--- config.mk ---
export PLATFORM = sky130hd
export DESIGN_NAME = pmcb_bank
export DESIGN_NICKNAME = d
export VERILOG_FILES = /design/src/pmcb_pkg.sv /design/src/pmcb_sync.sv /design/src/pmcb_bank.sv
export VERILOG_INCLUDE_DIRS = /design/src /design/src/src
export SDC_FILE = /design/constraint.sdc
export NUM_CORES = 1
export LEC_CHECK = 0
export ABC_CLOCK_PERIOD_IN_PS = 1400
export BUFFER_PORTS_ARGS = -buffer_cell sky130_fd_sc_hd__buf_2
export CORE_UTILIZATION = 45
export DETAILED_ROUTE_END_ITERATION = 8
export PLACE_DENSITY = 0.87
export SYNTH_ARGS = -nofsm -noshare
export SYNTH_HDL_FRONTEND = slang
export SYNTH_SLANG_ARGS = --single-unit
--- constraint.sdc ---
create_clock -name clk_sys -period 1.4 [get_ports clk_sys]
set_input_delay 0.07 -clock clk_sys [delete_from_list [all_inputs] [get_ports clk_sys]]
set_output_delay 0.07 -clock clk_sys [all_outputs]
set_load 0.01 [all_outputs]
--- src/pmcb_regs.svh ---
`ifndef PMCB_REGS_SVH
`define PMCB_REGS_SVH

// Logical device numbers seen on the logical_device input
`define PMCB_LDN_PARALLEL 8'h03
`define PMCB_LDN_SERIAL1 8'h04

// Register offsets
`define PMCB_OFF_PP_MODE 8'hf0
`define PMCB_OFF_PP_OPT 8'hf1
`define PMCB_OFF_SP1_MODE 8'hf0
`define PMCB_OFF_INT_STAT 8'hfe
`define PMCB_OFF_INT_MASK 8'hff

// Reset values
`define PMCB_PP_MODE_RST 8'h3c
`define PMCB_PP_OPT_RST 8'h00
`define PMCB_SP1_RST 8'h00
`define PMCB_INT_RST 2'h0
`define PMCB_BYTE_ZERO 8'h00

// Writable bits; reserved bits read as zero
`define PMCB_PP_OPT_MASK 8'h10
`define PMCB_SP1_MASK 8'h83

// Field positions
`define PMCB_PP_MODE_MSB 2
`define PMCB_PP_MODE_LSB 0
`define PMCB_PP_THR_MSB 6
`define PMCB_PP_THR_LSB 3
`define PMCB_PP_ITYPE_BIT 7
`define PMCB_PP_TOSEL_BIT 4
`define PMCB_SP1_MIDI_BIT 0
`define PMCB_SP1_HS_BIT 1
`define PMCB_SP1_SHARE_BIT 7
`define PMCB_EPP_TIMEOUT_BIT 0
`define PMCB_INT_TIMEOUT_BIT 0
`define PMCB_INT_PPIRQ_BIT 1
`define PMCB_INT_MSB 1

// Timing
`define PMCB_CLK_NS 25
`define PMCB_IRQ_PULSE_NS 100
`define PMCB_IRQ_PULSE_CYC ((`PMCB_IRQ_PULSE_NS + `PMCB_CLK_NS - 1) / `PMCB_CLK_NS)
`define PMCB_CNT_ZERO 3'h0

`endif

--- src/pmcb_pkg.sv ---
`default_nettype none
package pmcb_pkg;

  typedef enum logic [2:0] {
    PM_SPP = 3'h0,
    PM_EPP19 = 3'h1,
    PM_ECP = 3'h2,
    PM_ECP_EPP19 = 3'h3,
    PM_PRINTER = 3'h4,
    PM_EPP17 = 3'h5,
    PM_RSVD = 3'h6,
    PM_ECP_EPP17 = 3'h7
  } pmcb_ppmode_t;

  typedef enum logic [1:0] {
    PS_IDLE = 2'h1,
    PS_LOW = 2'h2
  } pmcb_pulse_t;

  typedef struct packed {
    logic [7:0] pp_mode;
    logic [7:0] pp_opt;
    logic [7:0] sp1_mode;
    logic [1:0] int_stat;
    logic [1:0] int_mask;
    logic [7:0] rdata;
    logic timeout;
    logic rd_prev;
    logic req_prev;
    pmcb_pulse_t pulse_st;
    logic [2:0] pulse_cnt;
    logic pp_irq_out;
    logic pp_irq_oe;
    logic uart1_irq;
    logic uart2_irq;
    logic cfg_irq;
  } pmcb_state_t;

endpackage : pmcb_pkg
`default_nettype wire

--- src/pmcb_sync.sv ---
`default_nettype none
module pmcb_sync #(
  parameter logic RST_VAL = 1'b1
) (
  input wire logic clk_sys,
  input wire logic rst,
  input wire logic d,
  output logic q
);
  logic meta;

  always_ff @(posedge clk_sys or posedge rst) begin
    if (rst) begin
      meta <= RST_VAL;
      q <= RST_VAL;
    end else begin
      meta <= d;
      q <= meta;
    end
  end
endmodule : pmcb_sync
`default_nettype wire

--- src/pmcb_bank.sv ---
// What this block does
// - Mode 100 printer, 000 SPP, 010 ECP
// - Mode 001 EPP 1.9, 101 EPP 1.7
// - Mode 011 ECP+EPP1.9, 111 ECP+EPP1.7
// - FIFO threshold bits 6:3, reset 0111
// - Type one: pulse low, then release
// - Type zero: follow nACK or level
// - Type bit ignored in printer, SPP
// - Select zero: clear flag on write one
// - Select one: clear after status read ends
// - Bit zero enables serial MIDI support
// - Bit one enables serial high speed
// - Share bit merges both UART requests
// - Shared with two IRQs: both assert
`include "pmcb_regs.svh"
`default_nettype none
module pmcb_bank (
  input wire logic clk_sys,
  input wire logic rst,
  input wire logic [7:0] logical_device,
  input wire logic [7:0] bus_addr,
  input wire logic [7:0] bus_wdata,
  input wire logic bus_wr,
  input wire logic bus_rd,
  output logic [7:0] bus_rdata,
  input wire logic nack_n,
  input wire logic ecp_fifo_mode,
  input wire logic pp_irq_req,
  input wire logic epp_timeout_evt,
  input wire logic epp_status_rd,
  input wire logic epp_status_wr,
  input wire logic [7:0] epp_status_wdata,
  input wire logic uart1_irq_req,
  input wire logic uart2_irq_req,
  output logic [2:0] pp_mode,
  output logic [3:0] ecp_fifo_threshold,
  output logic epp_timeout_flag,
  output logic pp_irq_out,
  output logic pp_irq_oe,
  output logic uart1_midi_en,
  output logic uart1_high_speed,
  output logic uart1_irq,
  output logic uart2_irq,
  output logic cfg_irq
);
  import pmcb_pkg::*;

  pmcb_state_t s;
  pmcb_state_t next_s;
  logic nack_s;
  logic sel_pp;
  logic sel_sp1;
  logic basic;
  logic itype;
  logic tosel;
  logic req;
  logic trigger;
  logic timeout_clr;
  logic [1:0] int_set;
  logic [1:0] int_clr;
  pmcb_ppmode_t mode;

  function automatic logic pmcb_is_ecp(input pmcb_ppmode_t m);
    return (m == PM_ECP) || (m == PM_ECP_EPP19) || (m == PM_ECP_EPP17);
  endfunction : pmcb_is_ecp

  function automatic logic pmcb_is_basic(input pmcb_ppmode_t m);
    // Reserved code 110 behaves like printer mode
    return (m == PM_PRINTER) || (m == PM_SPP) || (m == PM_RSVD);
  endfunction : pmcb_is_basic

  pmcb_sync #(
    .RST_VAL(1'b1)
  ) u_nack_sync (
    .clk_sys(clk_sys),
    .rst(rst),
    .d(nack_n),
    .q(nack_s)
  );

  assign mode = pmcb_ppmode_t'(s.pp_mode[`PMCB_PP_MODE_MSB:`PMCB_PP_MODE_LSB]);
  assign sel_pp = (logical_device == `PMCB_LDN_PARALLEL);
  assign sel_sp1 = (logical_device == `PMCB_LDN_SERIAL1);
  assign basic = pmcb_is_basic(mode);
  assign itype = s.pp_mode[`PMCB_PP_ITYPE_BIT];
  assign tosel = s.pp_opt[`PMCB_PP_TOSEL_BIT];

  always_comb begin
    next_s = s;
    // ECP request only counts in its FIFO sub-modes; elsewhere nACK drives it
    if (pmcb_is_ecp(mode) && ecp_fifo_mode) begin
      req = pp_irq_req;
    end else begin
      req = ~nack_s;
    end
    trigger = req && !s.req_prev;
    next_s.req_prev = req;

    // Timeout flag: set beats clear so no event is lost
    if (tosel) begin
      timeout_clr = s.rd_prev && !epp_status_rd;
    end else begin
      timeout_clr = epp_status_wr && epp_status_wdata[`PMCB_EPP_TIMEOUT_BIT];
    end
    next_s.rd_prev = epp_status_rd;
    if (epp_timeout_evt) begin
      next_s.timeout = 1'b1;
    end else if (timeout_clr) begin
      next_s.timeout = 1'b0;
    end

    // Register writes
    int_clr = '0;
    if (bus_wr) begin
      if (sel_pp && bus_addr == `PMCB_OFF_PP_MODE) begin
        next_s.pp_mode = bus_wdata;
      end
      if (sel_pp && bus_addr == `PMCB_OFF_PP_OPT) begin
        next_s.pp_opt = bus_wdata & `PMCB_PP_OPT_MASK;
      end
      if (sel_sp1 && bus_addr == `PMCB_OFF_SP1_MODE) begin
        next_s.sp1_mode = bus_wdata & `PMCB_SP1_MASK;
      end
      if (bus_addr == `PMCB_OFF_INT_STAT) begin
        int_clr = bus_wdata[`PMCB_INT_MSB:0];
      end
      if (bus_addr == `PMCB_OFF_INT_MASK) begin
        next_s.int_mask = bus_wdata[`PMCB_INT_MSB:0];
      end
    end

    // Read data stands for exactly one cycle
    next_s.rdata = `PMCB_BYTE_ZERO;
    if (bus_rd) begin
      if (sel_pp && bus_addr == `PMCB_OFF_PP_MODE) begin
        next_s.rdata = s.pp_mode;
      end else if (sel_pp && bus_addr == `PMCB_OFF_PP_OPT) begin
        next_s.rdata = s.pp_opt;
      end else if (sel_sp1 && bus_addr == `PMCB_OFF_SP1_MODE) begin
        next_s.rdata = s.sp1_mode;
      end else if (bus_addr == `PMCB_OFF_INT_STAT) begin
        next_s.rdata = {6'h00, s.int_stat};
      end else if (bus_addr == `PMCB_OFF_INT_MASK) begin
        next_s.rdata = {6'h00, s.int_mask};
      end
    end

    // Parallel interrupt pin
    if (basic || !itype) begin
      next_s.pulse_st = PS_IDLE;
      next_s.pulse_cnt = `PMCB_CNT_ZERO;
      next_s.pp_irq_out = req;
      next_s.pp_irq_oe = 1'b1;
    end else begin
      unique case (s.pulse_st)
        PS_IDLE: begin
          next_s.pp_irq_out = 1'b0;
          next_s.pp_irq_oe = 1'b0;
          if (trigger) begin
            next_s.pulse_st = PS_LOW;
            next_s.pulse_cnt = 3'(`PMCB_IRQ_PULSE_CYC - 1);
            next_s.pp_irq_oe = 1'b1;
          end
        end
        PS_LOW: begin
          next_s.pp_irq_out = 1'b0;
          if (s.pulse_cnt == `PMCB_CNT_ZERO) begin
            next_s.pulse_st = PS_IDLE;
            next_s.pp_irq_oe = 1'b0;
          end else begin
            next_s.pulse_cnt = s.pulse_cnt - 3'h1;
            next_s.pp_irq_oe = 1'b1;
          end
        end
        default: begin
          next_s.pulse_st = PS_IDLE;
          next_s.pp_irq_out = 1'b0;
          next_s.pp_irq_oe = 1'b0;
        end
      endcase
    end

    // Serial interrupts; sharing with both IRQs assigned still fans out
    if (s.sp1_mode[`PMCB_SP1_SHARE_BIT]) begin
      next_s.uart1_irq = uart1_irq_req || uart2_irq_req;
      next_s.uart2_irq = uart1_irq_req || uart2_irq_req;
    end else begin
      next_s.uart1_irq = uart1_irq_req;
      next_s.uart2_irq = uart2_irq_req;
    end

    // Sticky events, set wins over write-one-clear
    int_set = '0;
    int_set[`PMCB_INT_TIMEOUT_BIT] = epp_timeout_evt;
    int_set[`PMCB_INT_PPIRQ_BIT] = trigger;
    next_s.int_stat = (s.int_stat & ~int_clr) | int_set;
    next_s.cfg_irq = |(next_s.int_stat & next_s.int_mask);
  end

  always_ff @(posedge clk_sys or posedge rst) begin
    if (rst) begin
      s.pp_mode <= `PMCB_PP_MODE_RST;
      s.pp_opt <= `PMCB_PP_OPT_RST;
      s.sp1_mode <= `PMCB_SP1_RST;
      s.int_stat <= `PMCB_INT_RST;
      s.int_mask <= `PMCB_INT_RST;
      s.rdata <= `PMCB_BYTE_ZERO;
      s.timeout <= 1'b0;
      s.rd_prev <= 1'b0;
      s.req_prev <= 1'b0;
      s.pulse_st <= PS_IDLE;
      s.pulse_cnt <= `PMCB_CNT_ZERO;
      s.pp_irq_out <= 1'b0;
      s.pp_irq_oe <= 1'b1;
      s.uart1_irq <= 1'b0;
      s.uart2_irq <= 1'b0;
      s.cfg_irq <= 1'b0;
    end else begin
      s <= next_s;
    end
  end

  assign bus_rdata = s.rdata;
  assign pp_mode = s.pp_mode[`PMCB_PP_MODE_MSB:`PMCB_PP_MODE_LSB];
  assign ecp_fifo_threshold = s.pp_mode[`PMCB_PP_THR_MSB:`PMCB_PP_THR_LSB];
  assign epp_timeout_flag = s.timeout;
  assign pp_irq_out = s.pp_irq_out;
  assign pp_irq_oe = s.pp_irq_oe;
  assign uart1_midi_en = s.sp1_mode[`PMCB_SP1_MIDI_BIT];
  assign uart1_high_speed = s.sp1_mode[`PMCB_SP1_HS_BIT];
  assign uart1_irq = s.uart1_irq;
  assign uart2_irq = s.uart2_irq;
  assign cfg_irq = s.cfg_irq;
endmodule : pmcb_bank
`default_nettype wire

**Yosys cells after proc, flatten, opt, wreduce, memory -nomap -nowiden**

Cells that the tools add are included.

- Flip-flop bits (word level): 39
- Logic and storage cells: 90

- Add/subtract/negate cells: 1
- Eq/ne operators: 16
- Muxes and demuxes: 24
- Bitwise operators: 5
- Reductions and logical operators: 26

Operator list:

| cell | count |
|---|---|
| == test 8 bit, second input constant | 4 |
| 2-to-1 mux 8 bit | 4 |
| 2-to-1 mux 2 bit | 8 |
| == test 3 bit, second input constant | 3 |
| != test 3 bit, second input constant | 3 |
| == test 8 x 2 -> 1 bit, second input constant | 1 |
| == test 8 x 3 -> 1 bit, second input constant | 1 |
| AND reduction 2 bit | 4 |
| logical AND 1 bit | 7 |
| 2-to-1 mux 7 bit | 1 |
| == test 3 x 2 -> 1 bit, second input constant | 2 |
| zero test 3 bit | 2 |
| logical OR 1 bit | 6 |
| 2-to-1 mux 1 bit | 6 |
| case mux 3 bit (2 select lines) | 1 |
| 2-to-1 mux 5 bit | 1 |
| bitwise AND 2 bit | 2 |
| case mux 2 bit (2 select lines) | 1 |
| zero test 1 bit | 3 |
| 2-to-1 mux 3 bit | 1 |
| AND reduction 3 bit | 1 |
| nonzero test 3 bit | 1 |
| subtractor 3 x 1 -> 3 bit, second input constant | 1 |
| == test 2 x 1 -> 1 bit, second input constant | 1 |
| other kinds (7) | 7 |

**Longest topological paths before layout**

Gate-level depths: netlist of the first run.

- Depth after elaboration: 9
- Gate-level depth with buffers: 8
- Depth with buffers taken out: 8

**Modules after synthesis**

Synthesis of the first run repeated with hierarchy kept, for this count alone.

- Cell total of the unflattened synthesis: 166
- Area, all modules: 1894.3 sq um

Modules (own cells, without submodules):

| module | times used | cells an instance | area an instance (sq um) | sequential area each (sq um) |
|---|---|---|---|---|
| pmcb_bank | 1 | 163 | 1838.0 | 933.4 |
| pmcb_sync | 1 | 3 | 56.3 | 52.6 |

**Worst setup path before layout of the first run**

OpenSTA, ideal clock, no wires.

- Path kind: register to register
- Start point: reg s[5] (netlist bit)
- End point: reg s[7] (netlist bit)
- Setup time: 0.124 ns
- Arrival time: 1.420 ns
- Setup slack: -0.144 ns
- Cell stages (with the launch flop): 9
- Buffers on the path: 0
- Period minus slack after synthesis: 1.544 ns
- Cells stage by stage: dfrtp_1 inv_1 ha_1 ha_1 nor2b_1 a21oi_1 nand2_1 o31ai_1 o31a_1

- Longest elaborated chain between the ends: 4
- Elaborated cells between the ends (all ways): 7

RTL lines:

| item | line | source |
|---|---|---|
| start, declared | pmcb_bank.sv:48 | `pmcb_state_t s;` |
| start signal, assigned | pmcb_bank.sv:219 | `s <= next_s;` |
| subtractor 3 x 1 -> 3 bit | pmcb_bank.sv:171 | `next_s.pulse_cnt = s.pulse_cnt - 3'h1;` |
| 2-to-1 mux 3 bit | pmcb_bank.sv:167 | `` if (s.pulse_cnt == `PMCB_CNT_ZERO) begin `` |
| case mux 3 bit (2 select lines) | pmcb_bank.sv:155 | `unique case (s.pulse_st)` |
| 2-to-1 mux 7 bit | pmcb_bank.sv:149 | `if (basic \|\| !itype) begin` |

Several ways; a longest one is shown, not always the timed one. The select of a mux whose other input is x is not followed.
A chain may end at the register's enable or synchronous reset.

**Worst setup path after layout of the first run**

- Start point: reg s[8] (netlist bit)
- End point: reg s[5] (netlist bit)

- Longest elaborated chain between the ends: 3
- Elaborated cells between the ends (all ways): 8

RTL lines:

| item | line |
|---|---|
| == test 2 bit or == test 2 x 1 -> 1 bit (tied branches) | pmcb_bank.sv:155 |
| != test 3 bit (no line) (tied with other cells) | -- |
| AND reduction 3 bit (no line) or 2-to-1 mux 7 bit (tied branches) | -- |

Several ways; a longest one is shown, not always the timed one.

==> results of run 1 <==
==> through the flow <==
| step | total power [mW] | cells | hold WS [ns] | area [um^2] |
|---|---|---|---|---|
| final | 2.29 | 298 | 0.0129 | 2660 |
| after CTS | 2.32 | 294 | 0.00304 | 2590 |
| after global routing | 2.38 | 298 | 0.00957 | 2660 |
| after floorplan | 1.25 | 165 | 0.0745 | 2000 |
| after detailed placement | 1.35 | 277 | 0.178 | 2380 |
| after global placement | 1.35 | 277 | 0.176 | 2380 |
==> cell type report <==
class                      count  share of cell area (%)
multi-input combinational     99                    33.5
inverter                      10                    1.41
sequential                    39                    37.1
clock buffer                   5                    2.59
tap                           50                    2.36
timing repair buffer          92                    21.3
clock inverter                 3                    1.65
==> kinds of logic (layout without fill, tap and decap cells) <==
kind of cell	after synthesis	in the layout	share of synthesized area, %
AO/OA/AOI/OAI	30	30	11.6
adder cells (fa/ha/maj)	4	4	2.55
buffers and inverters	27	110	8.43
flip-flops	39	39	50.3
multiplexers	17	17	9.77
AND/OR/NAND/NOR	48	48	17.4
==> critical path: stages (launching register included) <==
cell      delay, ns
dfstp_2        0.56
inv_2          0.05
ha_4           0.17
nand3b_1       0.12
a21boi_2       0.16
o21ai_1        0.06
a31oi_1        0.20
o221a_2        0.21
==> power by group through the flow <==
stage | Clock, mW | Sequential (mW) | Combinational (mW)
final | 0.930 | 1.15 | 0.204
after CTS | 0.968 | 1.15 | 0.198
after floorplan | 0 | 1.18 | 0.0706
after global routing | 1.01 | 1.15 | 0.224
after global placement | 0 | 1.17 | 0.176
after detailed placement | 0 | 1.17 | 0.180
==> cells in the final DEF (no fill, tap or decap), types with 2 or more instances in the layout <==
| cell type | Yosys | final |
|---|---|---|
| a21o_1 | 5 | 5 |
| a21oi_1 | 4 | 3 |
| a22o_1 | 3 | 3 |
| and2_1 | 4 | 4 |
| and3_1 | 3 | 3 |
| and3_2 | 2 | 2 |
| buf_2 | 0 | 59 |
| buf_4 | 15 | 24 |
| clkbuf_8 | 0 | 5 |
| dfrtp_1 | 31 | 31 |
| dfstp_2 | 8 | 8 |
| dlygate4sd3_1 | 0 | 8 |
| ha_4 | 0 | 3 |
| inv_1 | 10 | 7 |
| inv_2 | 0 | 3 |
| mux2_2 | 17 | 17 |
| nand2_1 | 10 | 10 |
| nand2b_1 | 4 | 3 |
| nand3_1 | 6 | 4 |
| nand3_2 | 0 | 2 |
| nand3b_1 | 2 | 2 |
| nor2_1 | 2 | 2 |
| nor2b_1 | 3 | 2 |
| nor3_1 | 2 | 2 |
| nor4_4 | 2 | 2 |
| o21a_1 | 2 | 2 |
| o21ai_0 | 3 | 2 |
| o221ai_1 | 2 | 2 |
==> path summary, 6_finish.rpt <==
| path | start | to | slack, ns |
|---|---|---|---|
| worst max-delay path | s[8]$_DFFE_PP1P_ | s[5]$_DFFE_PP0P_ | -0.19 |
| worst min-delay path | epp_timeout_evt | epp_timeout_flag$_DFFE_PP0P_ | 0.01 |
| worst max register to register | s[8]$_DFFE_PP1P_ | s[5]$_DFFE_PP0P_ | -0.19 |
| worst min register to register | u_nack_sync.meta$_DFF_PP1_ | u_nack_sync.q$_DFF_PP1_ | 0.37 |
| max in group asynchronous | rst | u_nack_sync.q$_DFF_PP1_ | 0.60 |
| min in group asynchronous | rst | bus_rdata[0]$_DFF_PP0_ | 0.43 |
==> repair_timing <==
action / in CTS / in global routing
endpoints found under the hold margin: 36 / 1
setup buffers: 2 / 3
endpoints found under the setup margin: 6 / 9
pin swaps: 2 / 4
hold buffers: 7 / 1
gates cloned: 0 / 0
resized for setup: 4 / 5
==> state kept, by name, summed over array words and instances (netlist names) <==
| name | cells |
|---|---|
| cfg_irq | 1 |
| u_nack_sync.meta | 1 |
| pp_mode | 3 |
| uart1_midi_en | 1 |
| pp_irq_oe | 1 |
| pp_irq_out | 1 |
| u_nack_sync.q | 1 |
| uart2_irq | 1 |
| bus_rdata | 8 |
| epp_timeout_flag | 1 |
| itype | 1 |
| uart1_irq | 1 |
| uart1_high_speed | 1 |
| s | 13 |
| ecp_fifo_threshold | 4 |
==> layer usage <==
metal | global-route usage (%) | share of wire, % | up-vias
met5 | 0 | 0 | -
met4 | 6.77 | 1.2 | 0
met3 | 5.50 | 4.7 | 7
met2 | 36.2 | 54 | 44
met1 | 21.9 | 41 | 760
li1 | - | - | 738
==> impl_metrics.toml, run 1 <==
[outcome]
status = "complete, but fails checks"
failed_checks = "negative setup slack"

[timing]
post-route-period-util_pct = 113
period_needed_ns = 1.59
rsz0062_at_grt = "true"
relSlewSlack_pct = 67.7
setup_viol = 6
tns_ns = -0.587
tightest_slew_ns = 0.484
drv_slew = 0
timing.final.ws_setup_ns = -0.186
fin_skew_ns = 0.00705
max_freq_ghz = 0.630
hold_viol_final = 0

[clocking]
htree_levels = 2
clockBufferDepth = 2
cts_root_buf = "clkbuf_8"
cts_tree = "built"
numCtsBuffers = 5
clkSlewWorstSetupHoldPaths_ns = 0.08
insertion_delay_ns = 0.29
cts_sinks = 39

[power]
p_seq_share_pct = 50.4
internal_power_mw = 1.78
swShare_pct = 22.2
combPwrFrac_pct = 8.9
ir_worst_vdd_v = 0.00109
power_frac_clock_pct = 40.7
p_switching_mw = 0.508
p_leak_nw = 1.32
p_per_area_mw_per_mm2 = 861

[floorplan]
core_area_mm2 = 0.00409
initial_core_util_pct = 47.9
die_w_um = 68.0
ios = 67
die_y_um = 68.0
placementRows = 23
die_area_mm2 = 0.00462

[global_route]
grt-ovfl-total = 0
antenna_found_initial = 0
grt_pass1_wl_um = 6740
grt_max_degree = 40
grt_pass1_vias = 1554
grt_use_total_pct = 19.9

[layout]
antenna_cells = 0
drive_above_1_share_pct = 57.3
areaGrowthSynthToFinish_pct = 35.6
nets = 295
post-route-util_pct = 65.0
nFillCells = 303
register_area_um2 = 986
multi_input_area_um2 = 891

[route]
drc = 0
post_drt_wl_per_cell_um = 14.7
avgViaCountPerCell = 5.20
drtPass1Iterations = 4
drt_iter0_drc = 93
wirelength_um = 4370
num_vias = 1549
antenna_left = 0

[hold_path]
hold_class = "in2reg"
min_path_cells = 2

[yosys]
synthTopCellsByArea = "dfrtp_1, dfstp_2, mux2_2"
ys_types = 43
syn_nets = 213
synth_area_leader_cell = "dfrtp_1"
synth_edf_count = 0
synth-seq-cells = 39
syn_area_mm2 = 0.00196
ys_seq_area_share_pct = 50.3
avgSynthCellArea_um2 = 11.9
yosys.area.top_type_share_pct = 39.6
synthTopCellsByCount = "dfrtp_1, mux2_2, buf_4, inv_1, nand2_1"
synthFlopType = "dfrtp_1"
synth_cells = 165
async_flop_share_pct = 100
synth-warning-count = 0
synth.most_common_cell = "dfrtp_1"

[worst_setup_path]
r2r_cells = 7
critPathMaxFanout = 5
required_ns = 1.63
startpoint_type = "register"
crit_arrival_ns = 1.82
cp-end-kind = "register"
critical_path_class = "reg2reg"

[placed_design]
hpwl_um = 3150
port-buffer-count = 59
gp_congestion = 0.796
place_ws_ns = -0.160

[job]
cap_violations = 0
Power figures use the tool's default switching activity.
==> run 2: changes to the inputs <==
--- a/config.mk
+++ b/config.mk
@@ -6,11 +6,12 @@
 export SDC_FILE = /design/constraint.sdc
 export NUM_CORES = 1
 export LEC_CHECK = 0
+export ABC_AREA = 1
 export ABC_CLOCK_PERIOD_IN_PS = 1400
 export BUFFER_PORTS_ARGS = -buffer_cell sky130_fd_sc_hd__buf_2
 export CORE_UTILIZATION = 45
 export DETAILED_ROUTE_END_ITERATION = 8
-export PLACE_DENSITY = 0.87
+export PLACE_DENSITY = 0.86
 export SYNTH_ARGS = -nofsm -noshare
 export SYNTH_HDL_FRONTEND = slang
 export SYNTH_SLANG_ARGS = --single-unit
==> run 2 against run 1 <==
  * The run now ends clean
  * Global-route usage is 1.4 points lower
  * Wire length is 3.8% lower
  * Clock skew is 0.0035 ns lower
  * Count of clock-buffer cells in the layout is 3 higher
  * Core utilization is 5.4 points lower
  * Combinational power hardly changed
  * Sequential share of layout area is 0.59 points higher
  * Clock power is 12% lower
  * Cell area is 1.6% lower
  * First-iteration DRC count is 29% lower
  * Critical path depth is 1 higher
  * Via count is 16% higher
  * Critical endpoint is now s[7]$_DFFE_PP0P_
  * Largest power group unchanged
==> impl_metrics.toml, run 2 <==
[timing]
hold_viol_final = 0
max_freq_ghz = 0.744
drv_slew = 0
fin_skew_ns = 0.00358
relSlewSlack_pct = 67.8
period_needed_ns = 1.34
tightest_slew_ns = 0.484
post-route-period-util_pct = 96.0
setup_viol = 0
rsz0062_at_grt = "true"

[yosys]
synth_cells = 254
yosys.area.top_type_share_pct = 37.8
synthFlopType = "dfrtp_1"
synth_area_leader_cell = "dfrtp_1"
avgSynthCellArea_um2 = 8.09
synth_edf_count = 0
synth_top_family_by_area = "simple AND/OR/NAND/NOR gates"
synthTopCellsByCount = "nand2_1, inv_1, dfrtp_1, nand3_1, nor2_1"
synthXorXnorAreaFrac_pct = 0
synth-compound-area-share_pct = 6.15
async_flop_share_pct = 100
synth_fa_ha_area_share_pct = 2.44
ys_types = 21
syn_area_mm2 = 0.00205
ys_seq_area_share_pct = 48.0
syn_nets = 302
synth.most_common_cell = "nand2_1"
synthTopCellsByArea = "dfrtp_1, nand2_1, dfstp_2"
synth-seq-cells = 39
yosys.area_share.simple_pct = 30.1
synth-warning-count = 0
synthMuxAreaShare_pct = 0

[floorplan]
die_area_mm2 = 0.00484
die_w_um = 69.6
initial_core_util_pct = 46.9
core_area_mm2 = 0.00438
ios = 67
placementRows = 24
die_y_um = 69.6

[placed_design]
hpwl_um = 2990
place_inst = 352
gp_congestion = 0.798
dpl_cell_area_mm2 = 0.00231
port-buffer-count = 59

[hold_path]
hp-start = "bus_rd"
hold_class = "in2reg"

[worst_setup_path]
r2r_start = "s[8]$_DFFE_PP1P_"
critPathLaunch = "s[8]$_DFFE_PP1P_"
startpoint_type = "register"
critPathMaxFanout = 4
critical_path_class = "reg2reg"
rrSetupSlack_ns = 0.06
slowest_stage = "dfstp_2"
critPathMaxStageDelay_ns = 0.55
crit_family = "flip-flops"
required_ns = 1.58
crit_buf_inv = 3
cp-end-kind = "register"
crit_arrival_ns = 1.52
cp_cell_sequence = "inv_1, ha_2, inv_4, nor2_4, inv_2, nand3_4, nand3_1, nand2_1"

[clocking]
cts_tree = "built"
clkSlewWorstSetupHoldPaths_ns = 0.07
htree_levels = 2
numCtsBuffers = 5
clockBufferDepth = 2
cts_sinks = 39
cts_root_buf = "clkbuf_8"
insertion_delay_ns = 0.29

[route]
drc = 0
avgViaCountPerCell = 4.79
num_vias = 1791
post_drt_wl_per_cell_um = 11.2
drt_iter0_drc = 66
antenna_left = 0
wirelength_um = 4210
drtPass1Iterations = 4

[layout]
stdcell_count = 374
final_area_mm2 = 0.00262
largest-register = "s"
antenna_cells = 0
final_cell_mix = "nand2_1, buf_2, inv_1, dfrtp_1, nand3_1"
areaGrowthSynthToFinish_pct = 27.3
largest_register_ffs = 13
drive_above_1_share_pct = 34.2
nFillCells = 372
nets = 369
mostFrequentLayoutCell = "nand2_1"

[global_route]
grt_pass1_wl_um = 7070
grt_max_degree = 40
grt_pass1_vias = 1736
grt-ovfl-total = 0
grt_use_total_pct = 18.4
antenna_found_initial = 0

[power]
p_leak_nw = 1.43
power.total_mw = 2.18
ir_worst_vdd_v = 0.000433
p_per_area_mw_per_mm2 = 833

[outcome]
status = "complete, no violations"

[job]
cap_violations = 0
## run 2: power breakdown
group	switching [mW]	leakage [nW]	internal, mW	total (mW)
clock network	0.371	0.0515	0.449	0.820
logic	0.111	0.912	0.0910	0.203
registers	0.00627	0.467	1.15	1.16
## run 2: cell type report
| class | count | area [um^2] | area share (%) |
|---|---|---|---|
| tap | 52 | 65.1 | 2.49 |
| sequential | 39 | 986 | 37.7 |
| inverter | 39 | 149 | 5.69 |
| multi-input combinational | 160 | 862 | 33.0 |
| clock buffer | 8 | 100 | 3.83 |
| timing repair buffer | 76 | 453 | 17.3 |
## run 2: worst paths after layout
check,end,cells past startpoint
setup / recovery,s[7]$_DFFE_PP0P_,8
hold / removal,bus_rdata[1]$_DFF_PP0_,3
setup reg to reg,s[7]$_DFFE_PP0P_,8
hold reg to reg,u_nack_sync.q$_DFF_PP1_,0
max in group asynchronous,ecp_fifo_threshold[1]$_DFFE_PP1P_,4
min in group asynchronous,s[9]$_DFFE_PP0P_,4
## run 2: kinds of logic after synthesis
logic type / Yosys count
compound gates: 23
flops: 39
buf+inv: 55
simple gates: 133
fa+ha+maj: 4
## run 2: repair_timing
action	in CTS	in global routing
pin swaps	2	6
hold buffers	11	1
buffers inserted	0	2
setup endpoints to repair	3	5
gates resized for setup	3	17
endpoints found under the hold margin	41	1
## run 2: metrics by stage
stage          hold slack (ns)  setup TNS [ns]  worst slack [ns]  utilization [%]
6_report                0.0239               0            0.0554             59.6
5_1_grt                 0.0295         -0.0697           -0.0195             59.6
4_1_cts                0.00106        -0.00243          -0.00243             57.6
3_5_place_dp             0.176          -0.108           -0.0400             52.7
3_3_place_gp             0.175               0            0.0122             52.7
2_1_floorplan           0.0745               0            0.0670                -
## run 2: metal layers
layer	global-route usage (%)	up-vias	wire, um
li1	-	904	-
met1	21.2	831	1770
met2	32.3	46	2180
met3	4.07	10	175
met4	8.84	0	82
met5	0	-	0
## run 2: worst min-delay path, delay by kind of cell
kind	cells	cell delay (ns)
and+or+nand+nor	2	0.11
buffers and inverters	1	0.10
